**src/common/ppfm_cfg.svh**
```systemverilog
/*
  Sizes, lane layout and reset values for the port pin function multiplexer.
  Assumes inclusion wherever the sizes are needed; the guard keeps it single.
  Holds definitions and nothing else.
*/
`ifndef PPFM_CFG_SVH
`define PPFM_CFG_SVH

// Pin population: ports 3, 4 and 5 carry eight pins each, port 6 carries seven
`define PPFM_NUM_PINS      31
`define PPFM_NUM_LCD_PINS  24
`define PPFM_NUM_ANA_PINS  7
`define PPFM_ANA_BASE      24

// Each pin owns one lane per select code {high,low}
`define PPFM_NUM_SEL       4
`define PPFM_SEL_W         2
`define PPFM_LANES         124

// Reset values of the registered outputs
`define PPFM_RST_PAD       31'h0000_0000
`define PPFM_RST_LCD       24'h00_0000
`define PPFM_RST_LANES     124'h0

`endif

```
**src/common/ppfm_pkg.sv**
```systemverilog
/*
  Types shared by the pin function multiplexer and its per-pin cell.
  Assumes the constants header sits beside it on the include path.
*/
package ppfm_pkg;
`include "ppfm_cfg.svh"

  // What a select code means on a given pin
  typedef enum logic [2:0] {
    PPFM_K_GPIO = 3'h0,  // Plain port I/O
    PPFM_K_SER  = 3'h1,  // Serial module owns the direction
    PPFM_K_TIM  = 3'h2,  // Capture input or compare output by direction
    PPFM_K_IN   = 3'h3,  // Peripheral input only, ground when output
    PPFM_K_OUT  = 3'h4,  // Peripheral output only, nothing when input
    PPFM_K_NONE = 3'h5,  // No function, ground when output
    PPFM_K_ANA  = 3'h6   // Analog or LCD bias, digital side cut off
  } ppfm_kind_t;

  // Whole registered state of the top module
  typedef struct packed {
    logic [`PPFM_NUM_PINS-1:0]     sync1;
    logic [`PPFM_NUM_PINS-1:0]     sync2;
    logic [`PPFM_NUM_PINS-1:0]     pad_out;
    logic [`PPFM_NUM_PINS-1:0]     pad_oe;
    logic [`PPFM_NUM_PINS-1:0]     pad_ie;
    logic [`PPFM_NUM_PINS-1:0]     gpio_in;
    logic [`PPFM_NUM_LCD_PINS-1:0] lcd_conn;
    logic [`PPFM_LANES-1:0]        periph_in;
  } ppfm_state_t;

endpackage : ppfm_pkg

```
**src/verilog/ppfm_pin_cell.sv**
```systemverilog
/*
  Combinational function cell for one pin: turns the decoded function kind,
  direction and segment enable into pad drive, input enable and routing.
  Assumes a synchronised pad level and registers placed around it by the top.
*/
`timescale 1ns/1ps
module ppfm_pin_cell
  import ppfm_pkg::*;
(
  input  wire ppfm_kind_t kind,
  input  wire logic       dir,
  input  wire logic       lcd_en,
  input  wire logic       gpio_out,
  input  wire logic       periph_out,
  input  wire logic       periph_oe,
  input  wire logic       pad_level,
  output logic            pad_out,
  output logic            pad_oe,
  output logic            pad_ie,
  output logic            lcd_conn,
  output logic            gpio_in,
  output logic            periph_in
);

  // Function decode; the segment enable overrides every other control
  always_comb begin
    pad_out   = 1'b0;
    pad_oe    = 1'b0;
    pad_ie    = 1'b1;
    lcd_conn  = 1'b0;
    periph_in = 1'b0;
    if (lcd_en) begin
      lcd_conn = 1'b1;
      pad_ie   = 1'b0;  // Keeps the segment waveform out of the digital input
    end else begin
      case (kind)
        PPFM_K_GPIO: begin
          pad_oe  = dir;
          pad_out = gpio_out;
        end
        PPFM_K_SER: begin
          pad_oe    = periph_oe;
          pad_out   = periph_out;
          periph_in = pad_level;
        end
        PPFM_K_TIM: begin
          if (dir) begin
            pad_oe  = 1'b1;
            pad_out = periph_out;
          end else begin
            periph_in = pad_level;
          end
        end
        PPFM_K_IN: begin
          if (dir) begin
            pad_oe  = 1'b1;
            pad_out = 1'b0;
          end else begin
            periph_in = pad_level;
          end
        end
        PPFM_K_OUT: begin
          pad_oe  = dir;
          pad_out = dir & periph_out;
        end
        PPFM_K_NONE: begin
          pad_oe  = dir;
          pad_out = 1'b0;
        end
        PPFM_K_ANA: begin
          pad_oe = 1'b0;
          pad_ie = 1'b0;
        end
        default: begin
          pad_oe = 1'b0;
        end
      endcase
    end
  end

  // Port input reads the pad only while the input buffer is on
  assign gpio_in = pad_level & pad_ie;

endmodule : ppfm_pin_cell

```
**src/verilog/ppfm_port_mux.sv**
```systemverilog
/*
  Pin function multiplexer for ports 3 to 6: per pin, the direction bit,
  the two select bits and the segment enable pick GPIO, serial, timer,
  clock, segment or analog use, and the result is registered toward the pad.
  Assumes control bits and peripheral signals come from logic on clk, and
  that pad_in arrives from the pin, asynchronous to clk.
*/
// Notes on behaviour
// - Direction, selects, segment enable choose function.
// - Second A serial sets its pin direction.
// - Second B serial sets its pin direction.
// - Alternate first A serial routing sets direction.
// - Missing peripheral output drives ground.
// - Port 6 analog code cuts driver, trigger.
// - Segment enable connects LCD segment always.
`timescale 1ns/1ps
`include "ppfm_cfg.svh"
module ppfm_port_mux
  import ppfm_pkg::*;
(
  input  wire logic                           clk,
  input  wire logic                           sys_rst,
  input  wire logic [`PPFM_NUM_PINS-1:0]      port_direction_bit,
  input  wire logic [`PPFM_NUM_LCD_PINS-1:0]  function_select_high_bit,
  input  wire logic [`PPFM_NUM_LCD_PINS-1:0]  function_select_low_bit,
  input  wire logic [`PPFM_NUM_ANA_PINS-1:0]  analog_select_high_bit,
  input  wire logic [`PPFM_NUM_ANA_PINS-1:0]  analog_select_low_bit,
  input  wire logic [`PPFM_NUM_LCD_PINS-1:0]  lcd_segment_enable,
  input  wire logic [`PPFM_NUM_PINS-1:0]      gpio_out_level,
  input  wire logic [`PPFM_LANES-1:0]         periph_out,
  input  wire logic [`PPFM_LANES-1:0]         periph_oe,
  input  wire logic [`PPFM_NUM_PINS-1:0]      pad_in,
  output logic      [`PPFM_NUM_PINS-1:0]      pad_out,
  output logic      [`PPFM_NUM_PINS-1:0]      pad_oe,
  output logic      [`PPFM_NUM_PINS-1:0]      pad_ie,
  output logic      [`PPFM_NUM_LCD_PINS-1:0]  lcd_connect,
  output logic      [`PPFM_NUM_PINS-1:0]      gpio_in,
  output logic      [`PPFM_LANES-1:0]         periph_in
);

  // Function kind per pin and select code, index [pin][{high,low}].
  // Code 0 is always plain I/O. Pin order: P3.0..P3.7, P4.0..P4.7,
  // P5.0..P5.7, P6.0..P6.6.
  localparam ppfm_kind_t KIND_TAB [`PPFM_NUM_PINS][`PPFM_NUM_SEL] = '{
    '{PPFM_K_GPIO, PPFM_K_SER,  PPFM_K_NONE, PPFM_K_NONE},  // P3.0 B clock
    '{PPFM_K_GPIO, PPFM_K_SER,  PPFM_K_NONE, PPFM_K_NONE},  // P3.1 B data/bus
    '{PPFM_K_GPIO, PPFM_K_SER,  PPFM_K_NONE, PPFM_K_NONE},  // P3.2 B data/bus
    '{PPFM_K_GPIO, PPFM_K_NONE, PPFM_K_TIM,  PPFM_K_IN},    // P3.3 timer, clock in
    '{PPFM_K_GPIO, PPFM_K_SER,  PPFM_K_TIM,  PPFM_K_NONE},  // P3.4 A transmit
    '{PPFM_K_GPIO, PPFM_K_SER,  PPFM_K_TIM,  PPFM_K_NONE},  // P3.5 A receive
    '{PPFM_K_GPIO, PPFM_K_SER,  PPFM_K_TIM,  PPFM_K_NONE},  // P3.6 A clock
    '{PPFM_K_GPIO, PPFM_K_SER,  PPFM_K_TIM,  PPFM_K_NONE},  // P3.7 A select
    '{PPFM_K_GPIO, PPFM_K_NONE, PPFM_K_SER,  PPFM_K_OUT},   // P4.0 B data, main clock
    '{PPFM_K_GPIO, PPFM_K_NONE, PPFM_K_SER,  PPFM_K_OUT},   // P4.1 B data, aux clock
    '{PPFM_K_GPIO, PPFM_K_SER,  PPFM_K_SER,  PPFM_K_NONE},  // P4.2 first A alt, B clock
    '{PPFM_K_GPIO, PPFM_K_SER,  PPFM_K_SER,  PPFM_K_NONE},  // P4.3 first A alt, B select
    '{PPFM_K_GPIO, PPFM_K_NONE, PPFM_K_SER,  PPFM_K_IN},    // P4.4 B select, timer clock
    '{PPFM_K_GPIO, PPFM_K_NONE, PPFM_K_SER,  PPFM_K_TIM},   // P4.5 B clock, timer
    '{PPFM_K_GPIO, PPFM_K_NONE, PPFM_K_SER,  PPFM_K_TIM},   // P4.6 B data, timer
    '{PPFM_K_GPIO, PPFM_K_NONE, PPFM_K_SER,  PPFM_K_TIM},   // P4.7 B data, timer
    '{PPFM_K_GPIO, PPFM_K_TIM,  PPFM_K_NONE, PPFM_K_OUT},   // P5.0 timer, main clock
    '{PPFM_K_GPIO, PPFM_K_TIM,  PPFM_K_NONE, PPFM_K_NONE},  // P5.1 timer
    '{PPFM_K_GPIO, PPFM_K_TIM,  PPFM_K_IN,   PPFM_K_OUT},   // P5.2 timer, clock in, aux
    '{PPFM_K_GPIO, PPFM_K_NONE, PPFM_K_SER,  PPFM_K_NONE},  // P5.3 B select
    '{PPFM_K_GPIO, PPFM_K_SER,  PPFM_K_NONE, PPFM_K_NONE},  // P5.4 A transmit
    '{PPFM_K_GPIO, PPFM_K_SER,  PPFM_K_NONE, PPFM_K_NONE},  // P5.5 A receive
    '{PPFM_K_GPIO, PPFM_K_SER,  PPFM_K_NONE, PPFM_K_NONE},  // P5.6 A clock
    '{PPFM_K_GPIO, PPFM_K_SER,  PPFM_K_NONE, PPFM_K_IN},    // P5.7 A select, clock in
    '{PPFM_K_GPIO, PPFM_K_NONE, PPFM_K_NONE, PPFM_K_ANA},   // P6.0 bias
    '{PPFM_K_GPIO, PPFM_K_NONE, PPFM_K_NONE, PPFM_K_ANA},   // P6.1 bias, reference
    '{PPFM_K_GPIO, PPFM_K_OUT,  PPFM_K_NONE, PPFM_K_ANA},   // P6.2 comparator out, bias
    '{PPFM_K_GPIO, PPFM_K_NONE, PPFM_K_NONE, PPFM_K_ANA},   // P6.3 common
    '{PPFM_K_GPIO, PPFM_K_TIM,  PPFM_K_NONE, PPFM_K_ANA},   // P6.4 timer, common
    '{PPFM_K_GPIO, PPFM_K_TIM,  PPFM_K_NONE, PPFM_K_ANA},   // P6.5 timer, common
    '{PPFM_K_GPIO, PPFM_K_TIM,  PPFM_K_NONE, PPFM_K_ANA}    // P6.6 timer, common
  };

  ppfm_state_t state_reg;
  ppfm_state_t state_next;

  // Combinational results of the per-pin cells
  logic [`PPFM_NUM_PINS-1:0]     cell_pad_out;
  logic [`PPFM_NUM_PINS-1:0]     cell_pad_oe;
  logic [`PPFM_NUM_PINS-1:0]     cell_pad_ie;
  logic [`PPFM_NUM_PINS-1:0]     cell_lcd;
  logic [`PPFM_NUM_PINS-1:0]     cell_gpio_in;
  logic [`PPFM_LANES-1:0]        cell_periph_in;

  // Joined select and segment vectors, so every pin decodes the same way
  logic [`PPFM_NUM_PINS-1:0]     sel_high;
  logic [`PPFM_NUM_PINS-1:0]     sel_low;
  logic [`PPFM_NUM_PINS-1:0]     seg_en;

  assign sel_high = {analog_select_high_bit, function_select_high_bit};
  assign sel_low  = {analog_select_low_bit, function_select_low_bit};
  // Port 6 pins have no segment; their enable is held low
  assign seg_en   = {{`PPFM_NUM_ANA_PINS{1'b0}}, lcd_segment_enable};

  // One cell per pin
  genvar gi;
  generate
    for (gi = 0; gi < `PPFM_NUM_PINS; gi++) begin : g_pin
      logic [`PPFM_SEL_W-1:0]  sel;
      logic [`PPFM_NUM_SEL-1:0] lane_out;
      logic [`PPFM_NUM_SEL-1:0] lane_oe;
      logic [`PPFM_NUM_SEL-1:0] lane_in;
      ppfm_kind_t               kind;
      logic                     cell_in;  // Pad level the cell routes inward

      assign sel      = {sel_high[gi], sel_low[gi]};
      assign kind     = KIND_TAB[gi][sel];
      assign lane_out = periph_out[gi*`PPFM_NUM_SEL +: `PPFM_NUM_SEL];
      assign lane_oe  = periph_oe[gi*`PPFM_NUM_SEL +: `PPFM_NUM_SEL];

      ppfm_pin_cell u_cell (
        .kind       (kind),
        .dir        (port_direction_bit[gi]),
        .lcd_en     (seg_en[gi]),
        .gpio_out   (gpio_out_level[gi]),
        .periph_out (lane_out[sel]),
        .periph_oe  (lane_oe[sel]),
        .pad_level  (state_reg.sync2[gi]),
        .pad_out    (cell_pad_out[gi]),
        .pad_oe     (cell_pad_oe[gi]),
        .pad_ie     (cell_pad_ie[gi]),
        .lcd_conn   (cell_lcd[gi]),
        .gpio_in    (cell_gpio_in[gi]),
        .periph_in  (cell_in)
      );

      // Only the selected lane sees the pad; the others read low
      always_comb begin
        lane_in = '0;
        lane_in[sel] = cell_in;
      end
      assign cell_periph_in[gi*`PPFM_NUM_SEL +: `PPFM_NUM_SEL] = lane_in;
    end
  endgenerate

  // Next state: pad synchroniser plus registered cell results
  always_comb begin
    state_next           = state_reg;
    state_next.sync1     = pad_in;
    state_next.sync2     = state_reg.sync1;
    state_next.pad_out   = cell_pad_out;
    state_next.pad_oe    = cell_pad_oe;
    state_next.pad_ie    = cell_pad_ie;
    state_next.gpio_in   = cell_gpio_in;
    state_next.lcd_conn  = cell_lcd[`PPFM_NUM_LCD_PINS-1:0];
    state_next.periph_in = cell_periph_in;
  end

  // Synchronous reset leaves every driver off and every route quiet
  always_ff @(posedge clk) begin
    if (sys_rst) begin
      state_reg.sync1     <= `PPFM_RST_PAD;
      state_reg.sync2     <= `PPFM_RST_PAD;
      state_reg.pad_out   <= `PPFM_RST_PAD;
      state_reg.pad_oe    <= `PPFM_RST_PAD;
      state_reg.pad_ie    <= `PPFM_RST_PAD;
      state_reg.gpio_in   <= `PPFM_RST_PAD;
      state_reg.lcd_conn  <= `PPFM_RST_LCD;
      state_reg.periph_in <= `PPFM_RST_LANES;
    end else begin
      state_reg <= state_next;
    end
  end

  assign pad_out     = state_reg.pad_out;
  assign pad_oe      = state_reg.pad_oe;
  assign pad_ie      = state_reg.pad_ie;
  assign lcd_connect = state_reg.lcd_conn;
  assign gpio_in     = state_reg.gpio_in;
  assign periph_in   = state_reg.periph_in;

endmodule : ppfm_port_mux
```
**config.mk**
```make
export PLATFORM = sky130hd
export DESIGN_NAME = ppfm_port_mux
export DESIGN_NICKNAME = d
export VERILOG_FILES = /design/src/common/ppfm_pkg.sv /design/src/verilog/ppfm_pin_cell.sv /design/src/verilog/ppfm_port_mux.sv
export VERILOG_INCLUDE_DIRS = /design/src /design/src/common
export SDC_FILE = /design/constraint.sdc
export NUM_CORES = 1
export LEC_CHECK = 0
export BUFFER_PORTS_ARGS = -buffer_cell sky130_fd_sc_hd__buf_2
export CORE_AREA = 2 2 269 271
export DETAILED_ROUTE_END_ITERATION = 7
export DIE_AREA = 0 0 271 273
export GPL_ROUTABILITY_DRIVEN = 0
export PLACE_DENSITY = 0.48
export SYNTH_ARGS = -nofsm -noshare
export SYNTH_HDL_FRONTEND = slang
export SYNTH_SLANG_ARGS = --single-unit
```
**constraint.sdc**
```tcl
create_clock -name clk -period 2.2 [get_ports clk]
set_input_delay 0.44 -clock clk [delete_from_list [all_inputs] [get_ports clk]]
set_output_delay 0.44 -clock clk [all_outputs]
set_load 0.03 [all_outputs]
```
* After elaboration in Yosys (flattened, before gate mapping)
Cells that the tools add are included.
** Cells by class
- Multiply operators :: 0
- Div/mod/pow operators :: 0
- Bitwise gates (word level) :: 124
- Multiplexer cells :: 568
- Shifts and indexed selects :: 0
- Order comparisons :: 93
- Reduce and logical (&&, ||, !) cells :: 148
- $add $sub $neg :: 0
- Equality and inequality tests :: 186
** Operators by type and width (count)
- 2-to-1 mux 1 bit :: 289
- equality test 3 bit, second input constant :: 93
- binary-select mux 3 bit (select 2 bit) :: 31
- equality test 3 x 2 -> 1 bit, second input constant :: 62
- 2-to-1 mux 3 bit :: 62
- bitwise AND 4 bit :: 31
- binary-select mux 1 bit (select 2 bit) :: 62
- one-hot mux 1 bit (4 select lines) :: 31
- OR reduction 2 bit :: 55
- equality test 3 x 1 -> 1 bit, second input constant :: 31
- greater-or-equal comparator 3 bit, second input constant :: 31
- logical NOT 3 bit :: 31
- less-than comparator 2 x 3 -> 1 bit, second input constant :: 31
- NOT 2 -> 3 bit :: 31
- one-hot mux 1 bit (3 select lines) :: 31
- OR reduction 3 bit :: 31
- bitwise AND 1 bit :: 62
- demux 1 bit (select 2 bit) :: 31
- greater-or-equal comparator 2 x 1 -> 1 bit, second input constant :: 31
- one-hot mux 1 bit (2 select lines) :: 31
- logical AND 1 bit :: 31
** Storage, ports and cells
- ROM bits :: 0
- Flip-flop bits (word level) :: 334
- Memories :: 0
- Output and inout port bits :: 272
- RAM bits :: 0
- Bits in latches :: 0

* Logic depth before layout (Yosys ltp)
Gate-level depths: netlist (run 1).
- Depth in word-level cells :: 9
- Mapped depth :: 5
- Depth with buffers taken out :: 5

* Modules after synthesis
A second synthesis (run 1) with hierarchy kept.
** Second synthesis, totals
- Cell total of the unflattened synthesis :: 1793
- Area, all modules :: 18418.9 µm²
** By module, submodules not included
- ppfm_port_mux :: instances 1, cells an instance 1142, area each 14113.5 µm²
- ppfm_pin_cell :: instances 31, cells an instance 21, area each 138.9 µm²

* Least setup slack after synthesis (run 1)
No wires, ideal clock.
- Kind :: input-to-reg
- Start point :: input function_select_high_bit[18]
- End point :: register, netlist name pad_out[18]
- Buffers on the path :: 0
- Data arrival time :: 1414 ps
- Setup time :: 103 ps
- Stages on the path :: 5
- Setup slack :: 682 ps
- Required time :: 2097 ps
- Path through :: inv_1 ha_1 nand2b_1 a2bb2oi_1 a2111oi_2
** Between the ends
- Cells in the longest elaborated chain, start to end :: 6
- Elaborated cells on any way between the ends :: 13
- Those cells by class :: 3 x eq/ne; 7 x mux; 2 x bitwise; 1 x reduce/logical
** RTL lines
- from (decl) :: line ppfm_port_mux.sv:24 : input wire logic [`PPFM_NUM_LCD_PINS-1:0] function_select_high_bit,
- NOT 2 -> 3 bit (not written as such) :: line ppfm_port_mux.sv:111 : assign kind = KIND_TAB[gi][sel];
- binary-select mux 3 bit (select 2 bit) :: line ppfm_port_mux.sv:111
- 2-to-1 mux 3 bit (not written as such) (2 in a row) :: line ppfm_port_mux.sv:111
- equality test 3 bit, or another cell as far along :: line ppfm_pin_cell.sv:36 : case (kind)
- one-hot mux 1 bit (4 select lines) * :: line ppfm_pin_cell.sv:36
Mark *: on every way between the ends. The rest lies on a longest branch, timed or not. The select of a mux whose other input is x is not followed.
A chain may end at the register's enable or synchronous reset.

* Worst setup path in the final report (run 1)
- Start point :: register, netlist name pad_oe[12]
- End point :: output pad_oe[12]
** RTL lines
- to (decl) :: line ppfm_port_mux.sv:34 : output logic [`PPFM_NUM_PINS-1:0] pad_oe,
No word-level cell between the ends.

==> results.sh, run 1 <==
export IMPL_worst_path_stages=1
export IMPL_clockPowerShare=0.448
export IMPL_cts_sinks=334
export IMPL_gr_total_overflow=0
export IMPL_critPathLaunch="pad_oe[12]$_SDFF_PP0_"
export IMPL_cp_arrival_ns=1.14
export IMPL_synth_seq_cells=334
export IMPL_initial_utilization=0.158
export IMPL_hp_class="in2reg"
export IMPL_rsz0062_at_grt="no"
export IMPL_cts_hold_buf=0
export IMPL_postLayoutCoreUtil=0.237
export IMPL_cts_root_buf="clkbuf_16"
export IMPL_worst_setup_path_type="reg2out"
export IMPL_nNetsFinal=2125
export IMPL_startpoint_type="flip-flop"
export IMPL_clk_latency_ns=0.55
export IMPL_worstPathRequired_ns=1.76
export IMPL_yosysMostFrequentCell="dfxtp_1"
export IMPL_pwr_share_comb=0.106
export IMPL_cp_slowest_stage_delay_ns=0.31
export IMPL_wl_per_cell_microns=14.0
export IMPL_grt_pass1_wl_mm=53.7
export IMPL_max_freq_mhz=634
export IMPL_track_usage=0.0944
export IMPL_portBuffers=578
export IMPL_cp_max_fo=1
export IMPL_switching_power_mw=3.53
export IMPL_maxSlewHeadroom=0.607
export IMPL_async_flop_share=0
export IMPL_finalCritPeriodShare=0.717
export IMPL_p_leak_nw=8.14
export IMPL_tightest_slew_ns=0.589
export IMPL_area_delta_synth_final_pct=50.2
export IMPL_crit_buf_inv=1
export IMPL_drive_gt1_frac=0.412
export IMPL_worstReg2RegEnd="periph_in[67]$_SDFF_PP0_"
export IMPL_post_dp_hpwl_mm=29.5
export IMPL_synthCells=953
export IMPL_core_area_sq_um=71000
export IMPL_p_sw_frac=0.248
export IMPL_viasPerCell=3.51
export IMPL_drv_cap=0
export IMPL_synth_cell_types=44
export IMPL_rrSetupSlack_ns=1.12
export IMPL_grt_max_degree=49
export IMPL_fin_skew_ns=0.0189
export IMPL_largest_register_ffs=124
export IMPL_powerDensity_nw_per_um2=843
export IMPL_synth_area_sq_um=11200
export IMPL_clk_pin_slew_ns=0.05
export IMPL_h_tree_depth=2
export IMPL_ys_flop_type="dfxtp_1"
export IMPL_routed_wl_mm=36.5
export IMPL_ant_nets=0
export IMPL_grt_antenna_before_repair=5
export IMPL_cts_made_buffers=40
export IMPL_synth_common_cells="334 x dfxtp_1, 120 x nor2b_1, 70 x ha_1, 60 x and2_1, 43 x mux2i_1"
export IMPL_firstDrtPassIters=4
export IMPL_period_needed_ns=1.58
export IMPL_ioPinCount=701
export IMPL_drt_initial_drc_count=188
export IMPL_drc_errors=0
export IMPL_seqPwrFrac=0.446
export IMPL_dieWidth_microns=271
export IMPL_top_register="periph_in"
export IMPL_synth_top_cell_by_area="dfxtp_1"
export IMPL_clockBufferDepth=3
export IMPL_crit_chain="buf_2"
export IMPL_ys_warn_count=0
export IMPL_critPathCaptureType="primary output"
export IMPL_syn_area_per_cell_sq_um=11.8
export IMPL_grt_pass1_vias=9436
export IMPL_place_area_sq_um=15600
export IMPL_synthTopCellsByArea="dfxtp_1 60%, ha_1 7.8%, nor2b_1 6.7%, mux2i_1 3.8%, and2_1 3.3%"
export IMPL_fin_area_sq_um=16900
export IMPL_maxSlewViolCount=0
export IMPL_yosysTopAreaCellShare=0.596
export IMPL_hold_viol_final=0
export IMPL_fp_dieH_microns=273
export IMPL_reg2reg_from="state_reg[288]$_SDFF_PP0_"
export IMPL_yosysSeqAreaShare=0.596
export IMPL_vias=9141
export IMPL_setup_viol=0
export IMPL_cts_resized=0
export IMPL_p_int_mw=10.7
export IMPL_vdd_drop_max_mv=0.422
export IMPL_num_rows=98
export IMPL_status="complete, no violations"
export IMPL_die_area_sq_um=74000
export IMPL_crit_family="flip-flops"
export IMPL_synth_edf_count=0
export IMPL_cts_tree="yes"
export IMPL_crit_end="pad_oe[12]"
export IMPL_cts_setup_buffers=0
export IMPL_fin_tns_setup_ns=0
export IMPL_rr_worst_depth=3
export IMPL_crit_path_top_delay_cell="dfxtp_1"
[per-layer routing]
metal | global-route usage | up-vias | share of wire
met4 | 0.0363 | 2 | 0.028
met5 | 0 | - | 0.00044
met2 | 0.169 | 367 | 0.50
met1 | 0.0984 | 4202 | 0.38
met3 | 0.0376 | 50 | 0.096
li1 | - | 4520 | -
[power groups by stage]
stage          logic, mW  clock network (mW)  registers (mW)
2_1_floorplan      0.448                   0            6.81
3_3_place_gp        1.51                   0            6.46
3_5_place_dp        1.53                   0            6.47
4_1_cts             1.53                6.66            6.34
5_1_grt             1.64                6.90            6.35
6_report            1.51                6.36            6.33
[worst min path at each step]
| stage | startpoint | endpoint | slack (ns) | cells after the start |
|---|---|---|---|---|
| 6_report | function_select_high_bit[17] | periph_in[69]$_SDFF_PP0_ | 0.07 | 2 |
| 3_3_place_gp | state_reg[298]$_SDFF_PP0_ | gpio_in[26]$_SDFF_PP0_ | 0.41 | 1 |
| 3_5_place_dp | state_reg[298]$_SDFF_PP0_ | gpio_in[26]$_SDFF_PP0_ | 0.42 | 1 |
| 2_1_floorplan | state_reg[298]$_SDFF_PP0_ | gpio_in[26]$_SDFF_PP0_ | 0.41 | 1 |
| 4_1_cts | function_select_high_bit[17] | periph_in[69]$_SDFF_PP0_ | 0.02 | 2 |
| 5_1_grt | function_select_high_bit[17] | periph_in[69]$_SDFF_PP0_ | 0.04 | 2 |
[cell families (layout without fill, tap and decap cells)]
kind of cell	Yosys count	count (layout)	synth area share
DFF	334	334	0.596
muxes	57	57	0.0681
other	1	62	0.000334
adders and majority gates	70	70	0.0780
AOI/OAI and AO/OA	84	84	0.0504
buffers and inverters	56	696	0.0214
and+or+nand+nor	351	351	0.186
[layout by cell type (no fill, tap or decap), types with 16 or more instances in the layout]
cell type  netlist  layout
nor2b_1        120     120
dfxtp_1        334     334
nor2_1          39      39
mux2i_1         43      43
a21oi_1         24      24
clkbuf_16        0      40
nor3_1          30      30
and2_1          60      60
buf_4            0      16
conb_1           1      55
and3_1          18      18
buf_2           18     577
inv_1           36      36
ha_1            70      70
[metrics by stage]
stage          setup WS, ns  hold slack [ns]  instances  power (mW)
2_1_floorplan         0.682            0.406       1007        7.26
3_3_place_gp          0.401            0.413       2534        7.97
3_5_place_dp          0.365            0.417       2534        7.99
4_1_cts               0.522           0.0193       2597        14.5
5_1_grt               0.488           0.0427       2598        14.9
6_report              0.623           0.0732       2604        14.2
[layout make-up]
class | instances | area, sq um
flip-flops and latches | 334 | 6690
multi-input cells | 617 | 4500
inverters | 36 | 135
clock inverters | 13 | 169
fillers | 7694 | 54100
diodes | 7 | 17.5
repair buffers | 597 | 3080
clock buffers | 50 | 1080
well taps | 950 | 1190
No activity file was read; power rests on OpenSTA's default activity.
==> run 2: changes to the inputs <==
--- a/config.mk
+++ b/config.mk
@@ -6,12 +6,13 @@
 export SDC_FILE = /design/constraint.sdc
 export NUM_CORES = 1
 export LEC_CHECK = 0
+export ABC_AREA = 1
 export BUFFER_PORTS_ARGS = -buffer_cell sky130_fd_sc_hd__buf_2
-export CORE_AREA = 2 2 269 271
+export CORE_AREA = 2 2 270 272
 export DETAILED_ROUTE_END_ITERATION = 7
-export DIE_AREA = 0 0 271 273
+export DIE_AREA = 0 0 272 274
 export GPL_ROUTABILITY_DRIVEN = 0
-export PLACE_DENSITY = 0.48
+export PLACE_DENSITY = 0.49
 export SYNTH_ARGS = -nofsm -noshare
 export SYNTH_HDL_FRONTEND = slang
 export SYNTH_SLANG_ARGS = --single-unit
==> constraint.sdc (replaced) <==
create_clock -name clk -period 1.64 [get_ports clk]
set_input_delay 0.328 -clock clk [delete_from_list [all_inputs] [get_ports clk]]
set_output_delay 0.328 -clock clk [all_outputs]
set_load 0.03 [all_outputs]
==> run 2 against run 1 <==
Against the previous run: worst setup slack got worse by 0.58 ns; global-route usage increased by 0.74 points; design area increased by 11%; flip-flop and latch count unchanged; clock skew increased by 0.0061 ns; sequential power increased by 34%; non-clock buffer count increased by 119; power increased by 42%; largest power group unchanged.
==> results.sh, run 2 <==
export IMPL_status="complete, no violations"
export IMPL_cts_root_buf="clkbuf_16"
export IMPL_fin_tns_setup_ns=0
export IMPL_layout_commonest_cell="buf_2"
export IMPL_worst_setup_path_type="in2reg"
export IMPL_hold_viol_final=0
export IMPL_viasPerCell=3.44
export IMPL_hp_class="in2reg"
export IMPL_synth_edf_count=0
export IMPL_cts_tree="yes"
export IMPL_routed_wl_mm=40.2
export IMPL_post_dp_hpwl_mm=32.2
export IMPL_fin_skew_ns=0.0250
export IMPL_layout_common_cells="589 x buf_2, 333 x dfxtp_1, 275 x nor2_1"
export IMPL_crit_chain="dlygate4sd3_1, buf_2, nor2_1, inv_1, a211oi_1, dlygate4sd3_1"
export IMPL_ys_flop_type="dfxtp_1"
export IMPL_max_freq_mhz=626
export IMPL_track_usage=0.102
export IMPL_synthCells=1376
export IMPL_grt_antenna_before_repair=9
export IMPL_p_leak_nw=9.70
export IMPL_wl_per_cell_microns=12.7
export IMPL_synth_seq_cells=334
export IMPL_cp_slowest_stage_delay_ns=0.59
export IMPL_setup_ws_ns=0.0433
export IMPL_async_flop_share=0
export IMPL_fillers=7907
export IMPL_ant_nets=0
export IMPL_seq_area_sq_um=6690
export IMPL_synth_common_cells="334 x dfxtp_1, 275 x nor2_1, 269 x inv_1, 185 x nand2_1, 70 x ha_1"
export IMPL_powerDensity_nw_per_um2=1080
export IMPL_grt_pass1_vias=10800
export IMPL_drt_initial_drc_count=293
export IMPL_worstPathRequired_ns=2.14
export IMPL_nNetsFinal=2669
export IMPL_cts_sinks=334
export IMPL_cts_setup_buffers=0
export IMPL_syn_area_per_cell_sq_um=8.60
export IMPL_period_needed_ns=1.60
export IMPL_grt_pass1_wl_mm=59.0
export IMPL_clk_latency_ns=0.56
export IMPL_grt_max_degree=40
export IMPL_clk_pin_slew_ns=0.06
export IMPL_ioPinCount=701
export IMPL_ys_warn_count=0
export IMPL_top_register="periph_in"
export IMPL_setup_viol=0
export IMPL_yosysSeqAreaShare=0.565
export IMPL_drv_cap=0
export IMPL_rsz0062_at_grt="no"
export IMPL_cp_max_fo=5
export IMPL_dp_cells=2992
export IMPL_fp_dieH_microns=274
export IMPL_dieWidth_microns=272
export IMPL_gr_total_overflow=0
export IMPL_synthTopCellsByArea="dfxtp_1 57%, nor2_1 8.7%, inv_1 8.5%, ha_1 7.4%, nand2_1 5.9%"
export IMPL_largest_register_ffs=124
export IMPL_core_area_sq_um=72000
export IMPL_cts_made_buffers=40
export IMPL_initial_utilization=0.164
export IMPL_area_delta_synth_final_pct=57.9
export IMPL_die_area_sq_um=74500
export IMPL_vias=10900
export IMPL_cp_arrival_ns=2.10
export IMPL_cpMostUsedCell="dlygate4sd3_1"
export IMPL_finalCritPeriodShare=0.974
export IMPL_yosysTopAreaCellShare=0.565
export IMPL_synth_cell_types=31
export IMPL_synth_top_cell_by_area="dfxtp_1"
export IMPL_clockBufferDepth=3
export IMPL_portBuffers=590
export IMPL_dp_slack_ns=0.153
export IMPL_final_cell_count_no_fill=3168
export IMPL_crit_path_top_delay_cell="dlygate4sd3_1"
export IMPL_firstDrtPassIters=5
export IMPL_synth_area_sq_um=11800
export IMPL_h_tree_depth=2
export IMPL_num_rows=99
export IMPL_multi_input_area_sq_um=4160
export IMPL_drive_gt1_frac=0.325
export IMPL_critPathCaptureType="flip-flop"
export IMPL_drc_errors=0
export IMPL_yosysMostFrequentCell="dfxtp_1"
export IMPL_vdd_drop_max_mv=0.787
export IMPL_maxSlewViolCount=0
export IMPL_startpoint_type="primary input"
-- run 2: worst max-delay path, delay by kind of cell --
kind | cells | cell delay [ns]
AND/OR/NAND/NOR | 1 | 0.12
buffers and inverters | 4 | 1.37
AO/OA/AOI/OAI | 1 | 0.28
-- run 2: metrics by stage --
stage	hold slack (ns)	instance area [sq um]	total power [mW]	util
6_report	0.0472	18700	20.2	0.260
5_1_grt	0.0228	18700	21.1	0.259
4_1_cts	0.000287	18700	20.6	0.259
3_5_place_dp	0.393	16300	10.9	0.227
3_3_place_gp	0.392	16300	10.9	0.227
2_1_floorplan	0.388	12000	9.86	-
-- run 2: path summary, 6_finish.rpt --
check	startpoint	to	slack, ns	cells past startpoint
worst max-delay path	lcd_segment_enable[14]	pad_oe[14]$_SDFF_PP0_	0.04	6
worst min-delay path	gpio_out_level[21]	pad_out[21]$_SDFF_PP0_	0.05	3
worst min register to register	state_next[276]$_SDFF_PP0_	state_reg[276]$_SDFF_PP0_	0.40	2
worst max register to register	state_reg[295]$_SDFF_PP0_	periph_in[95]$_SDFF_PP0_	0.34	3
-- run 2: cell type report --
type,instances,share of cell area
inverter,271,0.0545
clock buffer,60,0.0636
timing repair buffer,716,0.224
multi-input combinational,807,0.223
clock inverter,14,0.0114
tap,959,0.0642
sequential,334,0.358
antenna,7,0.000938
-- run 2: logic make-up (layout without fill, tap and decap cells) --
group	count (synthesis)	count (layout)	synth area share
AOI/OAI and AO/OA	103	103	0.0495
adders and majority gates	70	70	0.0740
buffers and inverters	289	1061	0.100
DFF	334	334	0.565
other	1	62	0.000317
and+or+nand+nor	579	579	0.211
-- run 2: timing repair --
item                                    in CTS  in global routing
hold endpoints to repair                   110                  0
endpoints found under the setup margin       1                  0
hold buffers                                95                  0
gates resized for setup                      1                  0
-- run 2: where the power goes --
part	internal [mW]	switching (mW)
clock network	5.67	3.63
registers	8.42	0.0796
logic	0.915	1.44
-- run 2: per-layer routing --
layer,up-vias,track usage,share of wire
met1,4751,0.111,0.40
met5,-,0,0.00027
li1,5701,-,-
met3,72,0.0332,0.079
met4,2,0.0450,0.036
met2,368,0.180,0.49
